## config.mk

```make
export PLATFORM = sky130hd
export DESIGN_NAME = aiv_irq_unit
export DESIGN_NICKNAME = d
export VERILOG_FILES = /design/src/logic/aiv_pkg.sv /design/src/logic/aiv_window_cmp.sv /design/src/logic/aiv_irq_unit.sv
export VERILOG_INCLUDE_DIRS = /design/src /design/src/logic
export SDC_FILE = /design/constraint.sdc
export NUM_CORES = 1
export LEC_CHECK = 0
export BUFFER_PORTS_ARGS = -buffer_cell sky130_fd_sc_hd__buf_2
export CAP_MARGIN = 25
export CORE_ASPECT_RATIO = 1.1
export CORE_MARGIN = 4
export CORE_UTILIZATION = 60
export DETAILED_ROUTE_END_ITERATION = 7
export PLACE_DENSITY = 0.83
export SLEW_MARGIN = 20
export SYNTH_ARGS = -nofsm -noshare
export SYNTH_HDL_FRONTEND = slang
export SYNTH_SLANG_ARGS = --single-unit
```

## constraint.sdc

```tcl
create_clock -name pclk -period 3.25 [get_ports pclk]
set_input_delay 0 -clock pclk [delete_from_list [all_inputs] [get_ports pclk]]
set_output_delay 0 -clock pclk [all_outputs]
set_load 0.02 [all_outputs]
```

## src/logic/aiv_map.svh

```systemverilog
// Register indices, field positions, reset values and bus constants of the converter interrupt unit.
`ifndef AIV_MAP_SVH
`define AIV_MAP_SVH

`define AIV_ADDR_W        12
`define AIV_IDX_W         10
`define AIV_IDX_STATUS    10'h0F0
`define AIV_IDX_MASK      10'h0F1
`define AIV_IDX_GO        10'h0F2
`define AIV_IDX_CMP_RES   10'h0F3
`define AIV_IDX_THR_FIRST 10'h0F4
`define AIV_IDX_THR_LAST  10'h0FB
`define AIV_IDX_CTRL      10'h0FE
`define AIV_IDX_VECTOR    10'h0FF

`define AIV_CTRL_DONE_BIT    7
`define AIV_CTRL_ALARM_BIT   6
`define AIV_CTRL_DONE_EN_BIT 5
`define AIV_CTRL_ALARM_EN_BIT 4
`define AIV_CTRL_PRIO_MSB    2
`define AIV_VEC_BASE_MSB     7
`define AIV_VEC_BASE_LSB     2
`define AIV_VEC_WSEL_BIT     1

`define AIV_EVT_DONE_BIT  0
`define AIV_EVT_ALARM_BIT 1
`define AIV_GO_RUN_BIT    0
`define AIV_GO_CONT_BIT   1

`define AIV_CTRL_RESET    8'h07
`define AIV_VEC_BASE_RST  6'h00
`define AIV_WSEL_RESET    1'b1
`define AIV_THR_HI_RESET  8'hFF
`define AIV_THR_LO_RESET  8'h00

`define AIV_NUM_CHAN      2
`define AIV_NUM_THR       8
`define AIV_RES_W         10

`endif

```

## src/logic/aiv_pkg.sv

```systemverilog
// Types shared by the converter interrupt unit and its window comparator.
package aiv_pkg;

  typedef struct packed {
    logic       conv_done_flag;
    logic       window_alarm_flag;
    logic       conv_done_irq_en;
    logic       window_alarm_irq_en;
    logic [2:0] irq_priority_level;
  } aiv_ctrl_t;

  typedef struct packed {
    logic       valid;
    logic       chan_a;
    logic       chan_b;
    logic [9:0] value;
  } aiv_sample_t;

  typedef struct packed {
    logic       irq_req;
    logic [2:0] irq_priority_level;
    logic [7:0] irq_vector;
  } aiv_core_req_t;

  typedef enum logic [2:0] {
    AIV_IDLE        = 3'b001,
    AIV_SERVE_ALARM = 3'b010,
    AIV_SERVE_DONE  = 3'b100
  } aiv_serve_t;

endpackage

```

## src/logic/aiv_window_cmp.sv

```systemverilog
// Window comparator of one monitored channel against its upper and lower threshold.
`timescale 1ns/1ps
module aiv_window_cmp
  import aiv_pkg::*;
(
  input  wire logic [9:0] value,
  input  wire logic [9:0] upper,
  input  wire logic [9:0] lower,
  input  wire logic       hit,
  output logic            beyond
);

  assign beyond = hit && ((value > upper) || (value < lower));

endmodule // aiv_window_cmp

```

## src/logic/aiv_irq_unit.sv

```systemverilog
// Converter interrupt unit: flags, enables, priority, vector and window alarm logic on APB.
//
// Operation
// - Group completion sets conversion-done flag.
// - Software writing flag one raises request.
// - Out-of-window result sets window alarm flag.
// - Channels A and B use their threshold pairs.
// - Compare result register records exceeding channels.
// - Done enable gates conversion-done request.
// - Alarm enable gates window alarm request.
// - Three-bit priority goes with both requests.
// - Word select shows source: alarm zero, done one.
// - Simultaneous requests serve alarm, done waits.
// - Vector bit zero always reads zero.
// - Control register resets to seven.
// - Single-shot end clears go bit, marks completion.
`timescale 1ns/1ps
`include "aiv_map.svh"
module aiv_irq_unit
  import aiv_pkg::*;
(
  input  wire logic                   pclk,
  input  wire logic                   presetn,
  input  wire logic                   psel,
  input  wire logic                   penable,
  input  wire logic                   pwrite,
  input  wire logic [`AIV_ADDR_W-1:0] paddr,
  input  wire logic [31:0]            pwdata,
  input  wire logic [3:0]             pstrb,
  output logic      [31:0]            prdata,
  output logic                        pready,
  output logic                        pslverr,
  input  wire logic                   sequence_end,
  input  wire aiv_sample_t            sample,
  output logic                        conversion_go_bit,
  output logic                        continuous_mode,
  output aiv_core_req_t               core_req,
  output logic                        aiv_irq
);

  logic [`AIV_IDX_W-1:0] idx;
  logic                  aligned;
  logic                  mapped;
  logic                  setup_phase;
  logic                  wr_en;
  logic [7:0]            wbyte;
  logic                  lane0;

  aiv_ctrl_t             ctrl_reg;
  logic [5:0]            vec_base_reg;
  logic                  source_word_select_reg;
  logic [1:0]            status_reg;
  logic [1:0]            mask_reg;
  logic                  go_reg;
  logic                  cont_reg;
  logic [1:0]            compare_result_reg;
  logic [7:0]            thr_reg [0:`AIV_NUM_THR-1];
  logic [31:0]           prdata_reg;
  logic [31:0]           prdata_next;

  aiv_serve_t            serve_reg;
  aiv_serve_t            serve_next;

  logic                  alarm_req;
  logic                  done_req;
  logic                  group_done;
  logic [`AIV_NUM_CHAN-1:0] chan_beyond;
  logic                  alarm_event;
  logic [1:0]            hw_events;
  logic                  ctrl_wr;
  logic                  vec_wr;
  logic                  status_wr;
  logic                  mask_wr;
  logic                  go_wr;
  logic                  cmp_wr;

  logic [9:0]            thr_upper [0:`AIV_NUM_CHAN-1];
  logic [9:0]            thr_lower [0:`AIV_NUM_CHAN-1];

  // Reset value of the control register as read, reserved bit three included.
  localparam logic [7:0] CTRL_RST = `AIV_CTRL_RESET;

  // Bus decode: one aligned word per register, zero wait states.
  assign idx         = paddr[`AIV_ADDR_W-1:2];
  assign aligned     = (paddr[1:0] == 2'h0);
  assign setup_phase = psel && !penable;
  assign mapped      = aligned && ((idx == `AIV_IDX_CTRL) || (idx == `AIV_IDX_VECTOR) ||
                       (idx == `AIV_IDX_STATUS) || (idx == `AIV_IDX_MASK) ||
                       (idx == `AIV_IDX_GO) || (idx == `AIV_IDX_CMP_RES) ||
                       ((idx >= `AIV_IDX_THR_FIRST) && (idx <= `AIV_IDX_THR_LAST)));
  assign pready      = 1'b1;
  assign pslverr     = psel && penable && !mapped;
  assign lane0       = pstrb[0];
  assign wr_en       = psel && penable && pwrite && mapped && lane0;
  assign wbyte       = pwdata[7:0];

  assign ctrl_wr   = wr_en && (idx == `AIV_IDX_CTRL);
  assign vec_wr    = wr_en && (idx == `AIV_IDX_VECTOR);
  assign status_wr = wr_en && (idx == `AIV_IDX_STATUS);
  assign mask_wr   = wr_en && (idx == `AIV_IDX_MASK);
  assign go_wr     = wr_en && (idx == `AIV_IDX_GO);
  assign cmp_wr    = wr_en && (idx == `AIV_IDX_CMP_RES);

  // A finished group while the go bit is set, in either mode; in single-shot mode the go bit also drops then.
  assign group_done = sequence_end && go_reg;

  // Threshold pairs: high byte holds bits 9:2, the next register bits 1:0 in its top two bits.
  assign thr_upper[0] = {thr_reg[0], thr_reg[1][7:6]};
  assign thr_lower[0] = {thr_reg[4], thr_reg[5][7:6]};
  assign thr_upper[1] = {thr_reg[2], thr_reg[3][7:6]};
  assign thr_lower[1] = {thr_reg[6], thr_reg[7][7:6]};

  // One window comparator per monitored channel.
  for (genvar c = 0; c < `AIV_NUM_CHAN; c++) begin : g_chan
    aiv_window_cmp u_cmp (
      .value  (sample.value),
      .upper  (thr_upper[c]),
      .lower  (thr_lower[c]),
      .hit    (sample.valid && ((c == 0) ? sample.chan_a : sample.chan_b)),
      .beyond (chan_beyond[c])
    );
  end

  assign alarm_event = |chan_beyond;
  assign hw_events   = {alarm_event, group_done};

  // Requests toward the core exist only while flag and enable are both set.
  assign alarm_req = ctrl_reg.window_alarm_flag && ctrl_reg.window_alarm_irq_en;
  assign done_req  = ctrl_reg.conv_done_flag && ctrl_reg.conv_done_irq_en;

  // Control register: hardware set wins over a software write in the same cycle.
  always_ff @(posedge pclk or negedge presetn) begin
    if (!presetn) begin
      ctrl_reg <= aiv_ctrl_t'({CTRL_RST[7:4], CTRL_RST[2:0]});
    end else begin
      if (ctrl_wr) begin
        ctrl_reg.conv_done_flag      <= wbyte[`AIV_CTRL_DONE_BIT];
        ctrl_reg.window_alarm_flag   <= wbyte[`AIV_CTRL_ALARM_BIT];
        ctrl_reg.conv_done_irq_en    <= wbyte[`AIV_CTRL_DONE_EN_BIT];
        ctrl_reg.window_alarm_irq_en <= wbyte[`AIV_CTRL_ALARM_EN_BIT];
        ctrl_reg.irq_priority_level  <= wbyte[`AIV_CTRL_PRIO_MSB:0];
      end
      if (group_done) begin
        ctrl_reg.conv_done_flag <= 1'b1;
      end
      if (alarm_event) begin
        ctrl_reg.window_alarm_flag <= 1'b1;
      end
    end
  end

  // Vector base is software written; its low bit is never stored.
  always_ff @(posedge pclk or negedge presetn) begin
    if (!presetn) begin
      vec_base_reg <= `AIV_VEC_BASE_RST;
    end else if (vec_wr) begin
      vec_base_reg <= wbyte[`AIV_VEC_BASE_MSB:`AIV_VEC_BASE_LSB];
    end
  end

  // Service sequencer: the alarm always takes precedence, a done request waits.
  always_comb begin
    serve_next = serve_reg;
    unique case (serve_reg)
      AIV_IDLE: begin
        if (alarm_req) begin
          serve_next = AIV_SERVE_ALARM;
        end else if (done_req) begin
          serve_next = AIV_SERVE_DONE;
        end
      end
      AIV_SERVE_ALARM: begin
        if (!alarm_req) begin
          serve_next = done_req ? AIV_SERVE_DONE : AIV_IDLE;
        end
      end
      AIV_SERVE_DONE: begin
        if (alarm_req) begin
          serve_next = AIV_SERVE_ALARM;
        end else if (!done_req) begin
          serve_next = AIV_IDLE;
        end
      end
      default: begin
        serve_next = AIV_IDLE;
      end
    endcase
  end

  always_ff @(posedge pclk or negedge presetn) begin
    if (!presetn) begin
      serve_reg <= AIV_IDLE;
    end else begin
      serve_reg <= serve_next;
    end
  end

  // Word select follows the source chosen for service.
  always_ff @(posedge pclk or negedge presetn) begin
    if (!presetn) begin
      source_word_select_reg <= `AIV_WSEL_RESET;
    end else if (serve_next == AIV_SERVE_ALARM) begin
      source_word_select_reg <= 1'b0;
    end else if (serve_next == AIV_SERVE_DONE) begin
      source_word_select_reg <= 1'b1;
    end
  end

  // Sticky event status, cleared by writing one; a new event wins over the clear.
  for (genvar e = 0; e < 2; e++) begin : g_evt
    always_ff @(posedge pclk or negedge presetn) begin
      if (!presetn) begin
        status_reg[e] <= 1'b0;
      end else if (hw_events[e]) begin
        status_reg[e] <= 1'b1;
      end else if (status_wr && wbyte[e]) begin
        status_reg[e] <= 1'b0;
      end
    end
  end

  always_ff @(posedge pclk or negedge presetn) begin
    if (!presetn) begin
      mask_reg <= 2'h0;
    end else if (mask_wr) begin
      mask_reg <= wbyte[1:0];
    end
  end

  always_ff @(posedge pclk or negedge presetn) begin
    if (!presetn) begin
      aiv_irq <= 1'b0;
    end else begin
      aiv_irq <= |(status_next_and_mask(status_reg, hw_events, status_wr, wbyte[1:0], mask_reg));
    end
  end

  function automatic logic [1:0] status_next_and_mask(
    input logic [1:0] st_now,
    input logic [1:0] ev,
    input logic       clr_wr,
    input logic [1:0] clr,
    input logic [1:0] msk
  );
    logic [1:0] nxt;
    nxt = ev | (st_now & ~(clr_wr ? clr : 2'h0));
    return nxt & msk;
  endfunction

  // Go bit and mode: the go bit drops by itself at the end of a single-shot group.
  always_ff @(posedge pclk or negedge presetn) begin
    if (!presetn) begin
      go_reg   <= 1'b0;
      cont_reg <= 1'b0;
    end else begin
      if (group_done && !cont_reg) begin
        go_reg <= 1'b0;
      end
      if (go_wr) begin
        go_reg   <= wbyte[`AIV_GO_RUN_BIT];
        cont_reg <= wbyte[`AIV_GO_CONT_BIT];
      end
    end
  end

  // Compare result: which channel left its window, cleared by writing one.
  for (genvar c = 0; c < `AIV_NUM_CHAN; c++) begin : g_res
    always_ff @(posedge pclk or negedge presetn) begin
      if (!presetn) begin
        compare_result_reg[c] <= 1'b0;
      end else if (chan_beyond[c]) begin
        compare_result_reg[c] <= 1'b1;
      end else if (cmp_wr && wbyte[c]) begin
        compare_result_reg[c] <= 1'b0;
      end
    end
  end

  // Threshold registers: upper bytes reset high, lower bytes low, so no alarm at start.
  for (genvar t = 0; t < `AIV_NUM_THR; t++) begin : g_thr
    always_ff @(posedge pclk or negedge presetn) begin
      if (!presetn) begin
        thr_reg[t] <= (t < 4) ? `AIV_THR_HI_RESET : `AIV_THR_LO_RESET;
      end else if (wr_en && (idx == (`AIV_IDX_THR_FIRST + 10'(t)))) begin
        thr_reg[t] <= wbyte;
      end
    end
  end

  // Read data is captured in the setup cycle and presented in the access cycle.
  always_comb begin
    prdata_next = 32'h0000_0000;
    if (aligned) begin
      if (idx == `AIV_IDX_CTRL) begin
        prdata_next[7:0] = {ctrl_reg.conv_done_flag, ctrl_reg.window_alarm_flag,
                            ctrl_reg.conv_done_irq_en, ctrl_reg.window_alarm_irq_en,
                            1'b0, ctrl_reg.irq_priority_level};
      end else if (idx == `AIV_IDX_VECTOR) begin
        prdata_next[7:0] = {vec_base_reg, source_word_select_reg, 1'b0};
      end else if (idx == `AIV_IDX_STATUS) begin
        prdata_next[1:0] = status_reg;
      end else if (idx == `AIV_IDX_MASK) begin
        prdata_next[1:0] = mask_reg;
      end else if (idx == `AIV_IDX_GO) begin
        prdata_next[1:0] = {cont_reg, go_reg};
      end else if (idx == `AIV_IDX_CMP_RES) begin
        prdata_next[1:0] = compare_result_reg;
      end else if ((idx >= `AIV_IDX_THR_FIRST) && (idx <= `AIV_IDX_THR_LAST)) begin
        prdata_next[7:0] = thr_reg[3'(idx - `AIV_IDX_THR_FIRST)];
      end
    end
  end

  always_ff @(posedge pclk or negedge presetn) begin
    if (!presetn) begin
      prdata_reg <= 32'h0000_0000;
    end else if (setup_phase && !pwrite) begin
      prdata_reg <= prdata_next;
    end
  end

  assign prdata = prdata_reg;

  // Request toward the core with priority and vector.
  always_ff @(posedge pclk or negedge presetn) begin
    if (!presetn) begin
      core_req <= '0;
    end else begin
      // The request follows the gated flags one cycle later.
      core_req.irq_req            <= alarm_req || done_req;
      core_req.irq_priority_level <= ctrl_reg.irq_priority_level;
      core_req.irq_vector         <= {vec_base_reg, source_word_select_reg, 1'b0};
    end
  end

  assign conversion_go_bit = go_reg;
  assign continuous_mode   = cont_reg;

endmodule // aiv_irq_unit

```

# --- Word-level counts from Yosys, hierarchy flattened ---
# Cells that the tools add are included.
# W data, S select, Z words.
word_totals:
  latch_bits: 0
  romBits: 0
  mem_bits_rw: 0
  reg_bits: 109
  output_inout_bits: 49
  elab_cells: 157
  input_bits: 67
  memories: 0
classes:
  reduce_logical: 59
  n_bitwise: 5
  multipliers: 0
  n_shift: 0
  n_addsub: 1
  mux: 38
  eq_ne: 19
  magnitude_cmp: 7
  div: 0
op_table:
  columns: ["operator", "n"]
  rows:
  - ["$eq A10 B8 Y1 const B", 14]
  - ["$mux W8", 6]
  - ["$logic_and A1 B1 Y1", 35]
  - ["$bmux W8 S3", 1]
  - ["$mux W6", 4]
  - ["$gt A10 B10 Y1", 2]
  - ["$lt A10 B10 Y1", 2]
  - ["$mux W3", 6]
  - ["$reduce_bool A2 Y1", 8]
  - ["$mux W1", 14]
  - ["$ge A10 B8 Y1 const B", 1]
  - ["$le A10 B8 Y1 const B", 1]
  - ["$mux W2", 5]
  - ["$logic_or A1 B1 Y1", 9]
  - ["$pmux W3 S3", 1]
  - ["$mux W7", 1]
  - ["$eq A3 B2 Y1 const B", 2]
  - ["$eq A3 B3 Y1 const B", 2]
  - ["$and A2 B2 Y2", 2]
  - ["$ge A4 B4 Y1 const B", 1]
  - ["$logic_not A1 Y1", 4]
  - ["$not A3 Y4", 1]
  - ["$reduce_or A2 Y1", 2]
  - ["$eq A3 B1 Y1 const B", 1]
  - ["other kinds (4)", 4]

# --- Logic depth before layout (Yosys ltp) ---
depth:
  word_depth: 17
  mapped_depth: 8
  mapped_depth_nobuf: 8

# --- By module ---
# From an unflattened synthesis, not the netlist that was laid out.
hier_totals:
  cells_unflattened: 526
  area_unflattened_um2: 6113.4
by_module_without_submodules:
  columns: ["module", "cells_each", "area_per_inst_um2", "seq_area_each_um2", "n_inst"]
  rows:
  - ["aiv_irq_unit", 392, 5151.2, 2773.9, 1]
  - ["aiv_window_cmp (g_chan[1].u_cmp)", 67, 481.7, 0.0, 1]
  - ["aiv_window_cmp (g_chan[0].u_cmp)", 67, 480.5, 0.0, 1]

# --- Least setup slack after synthesis ---
# No wires, ideal clock.
synth_path:
  path_kind: "register to register"
  start: "register thr_reg[59] in the netlist's numbering"
  end: "register aiv_irq"
  arrival_ns: 2.044
  t_required_ns: 3.099
  setup_time_ns: 0.151
  path_buffers: 0
  slack_ns: 1.056
  period_less_slack_ns: 2.194
  path_stages_with_launch: 9
  path_cell_list: "dfstp_2 > inv_1 > ha_1 > and3_1 > a221o_1 > nand2_1 > a31oi_1 > nor4_1 > o221ai_1"
synth_between:
  elab_chain_len: 7
synth_rtl:
  columns: ["element", "line", "text"]
  rows:
  - ["start: declaration", "aiv_irq_unit.sv:57", "logic [7:0] thr_reg [0:`AIV_NUM_THR-1];"]
  - ["start signal: indexed assignment", "aiv_irq_unit.sv:283", "thr_reg[t] <= (t < 4) ? `AIV_THR_HI_RESET : `AIV_THR_LO_RESET;"]
  - ["start signal: indexed assignment", "aiv_irq_unit.sv:285", "thr_reg[t] <= wbyte;"]
  - ["$gt A10 B10 Y1", "aiv_window_cmp.sv:13", "assign beyond = hit && ((value > upper) || (value < lower));"]
  - ["$logic_or A1 B1 Y1", "aiv_window_cmp.sv:13", null]
  - ["$logic_and A1 B1 Y1", "aiv_window_cmp.sv:13", null]
  - ["$reduce_or A2 Y1", "aiv_irq_unit.sv:124", "assign alarm_event = |chan_beyond;"]
  - ["$or A2 B2 Y2", "aiv_irq_unit.sv:246", "nxt = ev | (st_now & ~(clr_wr ? clr : 2'h0));"]
  - ["$and A2 B2 Y2", "aiv_irq_unit.sv:247", "return nxt & msk;"]
  - ["$reduce_or A2 Y1", "aiv_irq_unit.sv:234", "aiv_irq <= |(status_next_and_mask(status_reg, hw_events, status_wr, wbyte[1:0], mask_reg));"]
  - ["end signal: assignment", "aiv_irq_unit.sv:234", null]
  - ["end: declaration", "aiv_irq_unit.sv:38", "output logic aiv_irq"]
# Every way passes these cells.
# A chain may end at the register's enable or synchronous reset.

# --- Worst setup path after layout ---
layout_path:
  start: "register thr_reg[57] in the netlist's numbering"
  end: "register aiv_irq"
# The elaborated chain is that of the path after synthesis.

==> reports/metrics.yaml <==
cts_buffers: 9
slew_headroom: 0.427
cts_root_buffer: "clkbuf_8"
cp_max_fo: 3
largest_reg_flops: 44
cellPowerDensity_nw_per_um2: 380
pin_count: 116
ir_worst_vdd_mv: 0.304
cts.path.max_buffers: 2
setup.worst_path.end_class: "flop"
postSynth.asyncResetShare: 1.00
slowest_delay_ps: 560
finalMaxSlewViolations: 0
netlist_top_cells_area: "dfrtp_1, dfstp_2, mux2_2, ha_1, mux4_2"
synth_flop_cell: "dfrtp_1"
ant_nets: 0
p_int_mw: 1.88
fillers: 727
yosysUniqueCellTypes: 54
gp_congestion: 0.921
yosysWarnings: 0
fin_crit_ps: 2390
h-tree-depth: 3
yosysSeqAreaShare: 0.459
p_comb_frac: 0.091
cts_resized: 0
synth_edf_count: 0
post-dp-hpwl_um: 10100
vias: 4177
grt_start_max_net_pins: 83
globalRouteTotalUtil: 0.249
rsz0062_at_grt: "no"
antenna_cells: 0
utilization: 0.676
initial_core_util: 0.614
yosys_register_bits: 109
drt_iter0_drc: 421
layout_setup_ws_ps: 863
synthesis.instances: 498
finalSetupTns_ps: 0
coreArea_um2: 9840
die_area_um2: 11700
grt-ovfl-total: 0
cts_tree: "done"
critPathLaunchType: "flop"
preCtsSetupSlack_ps: 874
drive_gt1_frac: 0.398
avgSynthCellArea_um2: 12.1
route.detailed.drc: 0
p_total_mw: 2.53
switching_share: 0.257
antenna_found_initial: 0
netlist_top_cells_count: "mux2_2, dfrtp_1, inv_1"
nets: 670
die_w_um: 104
holdWs_ps: 20.9
cp_slowest_cell: "dfstp_2"
p_sw_uw: 650
hold_class: "in2reg"
cp.required_ps: 3520
grt_pass1_wl_um: 22500
area_growth_pct: 10.1
worst_pin_slew_ps: 860
hold_violations: 0
critical_path.cell_chain: "inv_1 -> ha_1 -> and3_1 -> a221o_1 -> nand2_1 -> a31oi_1 -> nor4_1 -> buf_4 -> o221ai_1"
firstDrtPassIters: 5
die_h_um: 113
synthesis.area_um2: 6050
arrival_ps: 2660
skew_ps: 18.7
yosysTopAreaCellShare: 0.298
status: "completed"
clock_sinks: 109
clk_latency_ps: 390
io_buffer_count: 62
cap_violations: 0
clock_power_share: 0.372
avgRoutedWirePerCell_um: 20.5
detail_route.vias_per_cell: 6.05
maxClockFrequency_ghz: 0.419
p_leak_nw: 3.05
path_class: "reg2reg"
final-setup-viol-count: 0
p_seq_frac: 0.537
finalWirelength_um: 14100
grt_pass1_vias: 4266
yosys.cell_count.top_type: "mux2_2"
clk_pin_slew_ps: 120
crit_family: "compound AO/OA/AOI/OAI gates"
synth_top_area_cell: "dfrtp_1"
row_count: 38
min_period_over_period: 0.734
path_buf_inv: 2
-- cell type report --
cell class	count	area, um^2	area share
clock buffers	9	124	0.0186
clock inverters	7	105	0.0158
inverters	44	165	0.0248
multi-input cells	326	2900	0.436
flip-flops and latches	109	2770	0.417
well taps	120	150	0.0226
repair buffers	75	439	0.0660
-- path summary, 6_finish.rpt --
kind | endpoint | slack [ps] | startpoint | depth (start not counted)
max | aiv_irq | 860 | thr_reg[57] | 9
min | vec_base_reg[5] | 20 | pwdata[7] | 2
max reg2reg | aiv_irq | 860 | thr_reg[57] | 9
min reg2reg | core_req[9] | 420 | ctrl_reg[1] | 0
max in group asynchronous | thr_reg[60] | 2170 | presetn | 3
min in group asynchronous | core_req[9] | 210 | presetn | 2
-- per-layer routing --
layer,routed length [um],GRT usage,vias to the layer above
li1,-,-,1894
met2,7180,0.428,176
met5,0,0,-
met4,478,0.121,0
met3,883,0.0451,38
met1,5580,0.305,2069
-- stage by stage --
stage	instances	instance area [um^2]
CTS	690	6650
finish	690	6660
floorplan	522	6140
detailed placement	664	6320
global placement	664	6320
global route	690	6660
-- power by group through the flow --
stage	clock, mW	combinational [mW]	sequential [mW]
after global placement	0	0.215	1.38
final	0.942	0.231	1.36
after detailed placement	0	0.221	1.38
after global routing	1.02	0.257	1.36
after CTS	0.955	0.230	1.36
after floorplan	0	0.151	1.38
-- logic make-up (layout without fill, tap and decap cells) --
kind of cell / after synthesis / in the layout / synth area share
xor+xnor: 1 / 1 / 0.00145
flops: 109 / 109 / 0.459
other cells: 2 / 26 / 0.00124
mux: 102 / 102 / 0.220
compound gates: 66 / 66 / 0.0793
fa+ha+maj: 38 / 38 / 0.0786
buf+inv: 87 / 135 / 0.0764
simple gates: 93 / 93 / 0.0844
-- cells in the final DEF, fill, tap and decap left out, drive strengths merged, types with 17 or more instances in the layout --
cell and count:
mux2 76, dfrtp 72, buf 65, inv 48, ha 38, dfstp 37, nand2 30, conb 26
nor2 19, mux4 17
-- timing repair --
action                                 CTS  global route
buffers inserted                         0             0
hold buffers                            10             0
endpoints found under the hold margin  103             0
(Power assumes the default switching activity.)
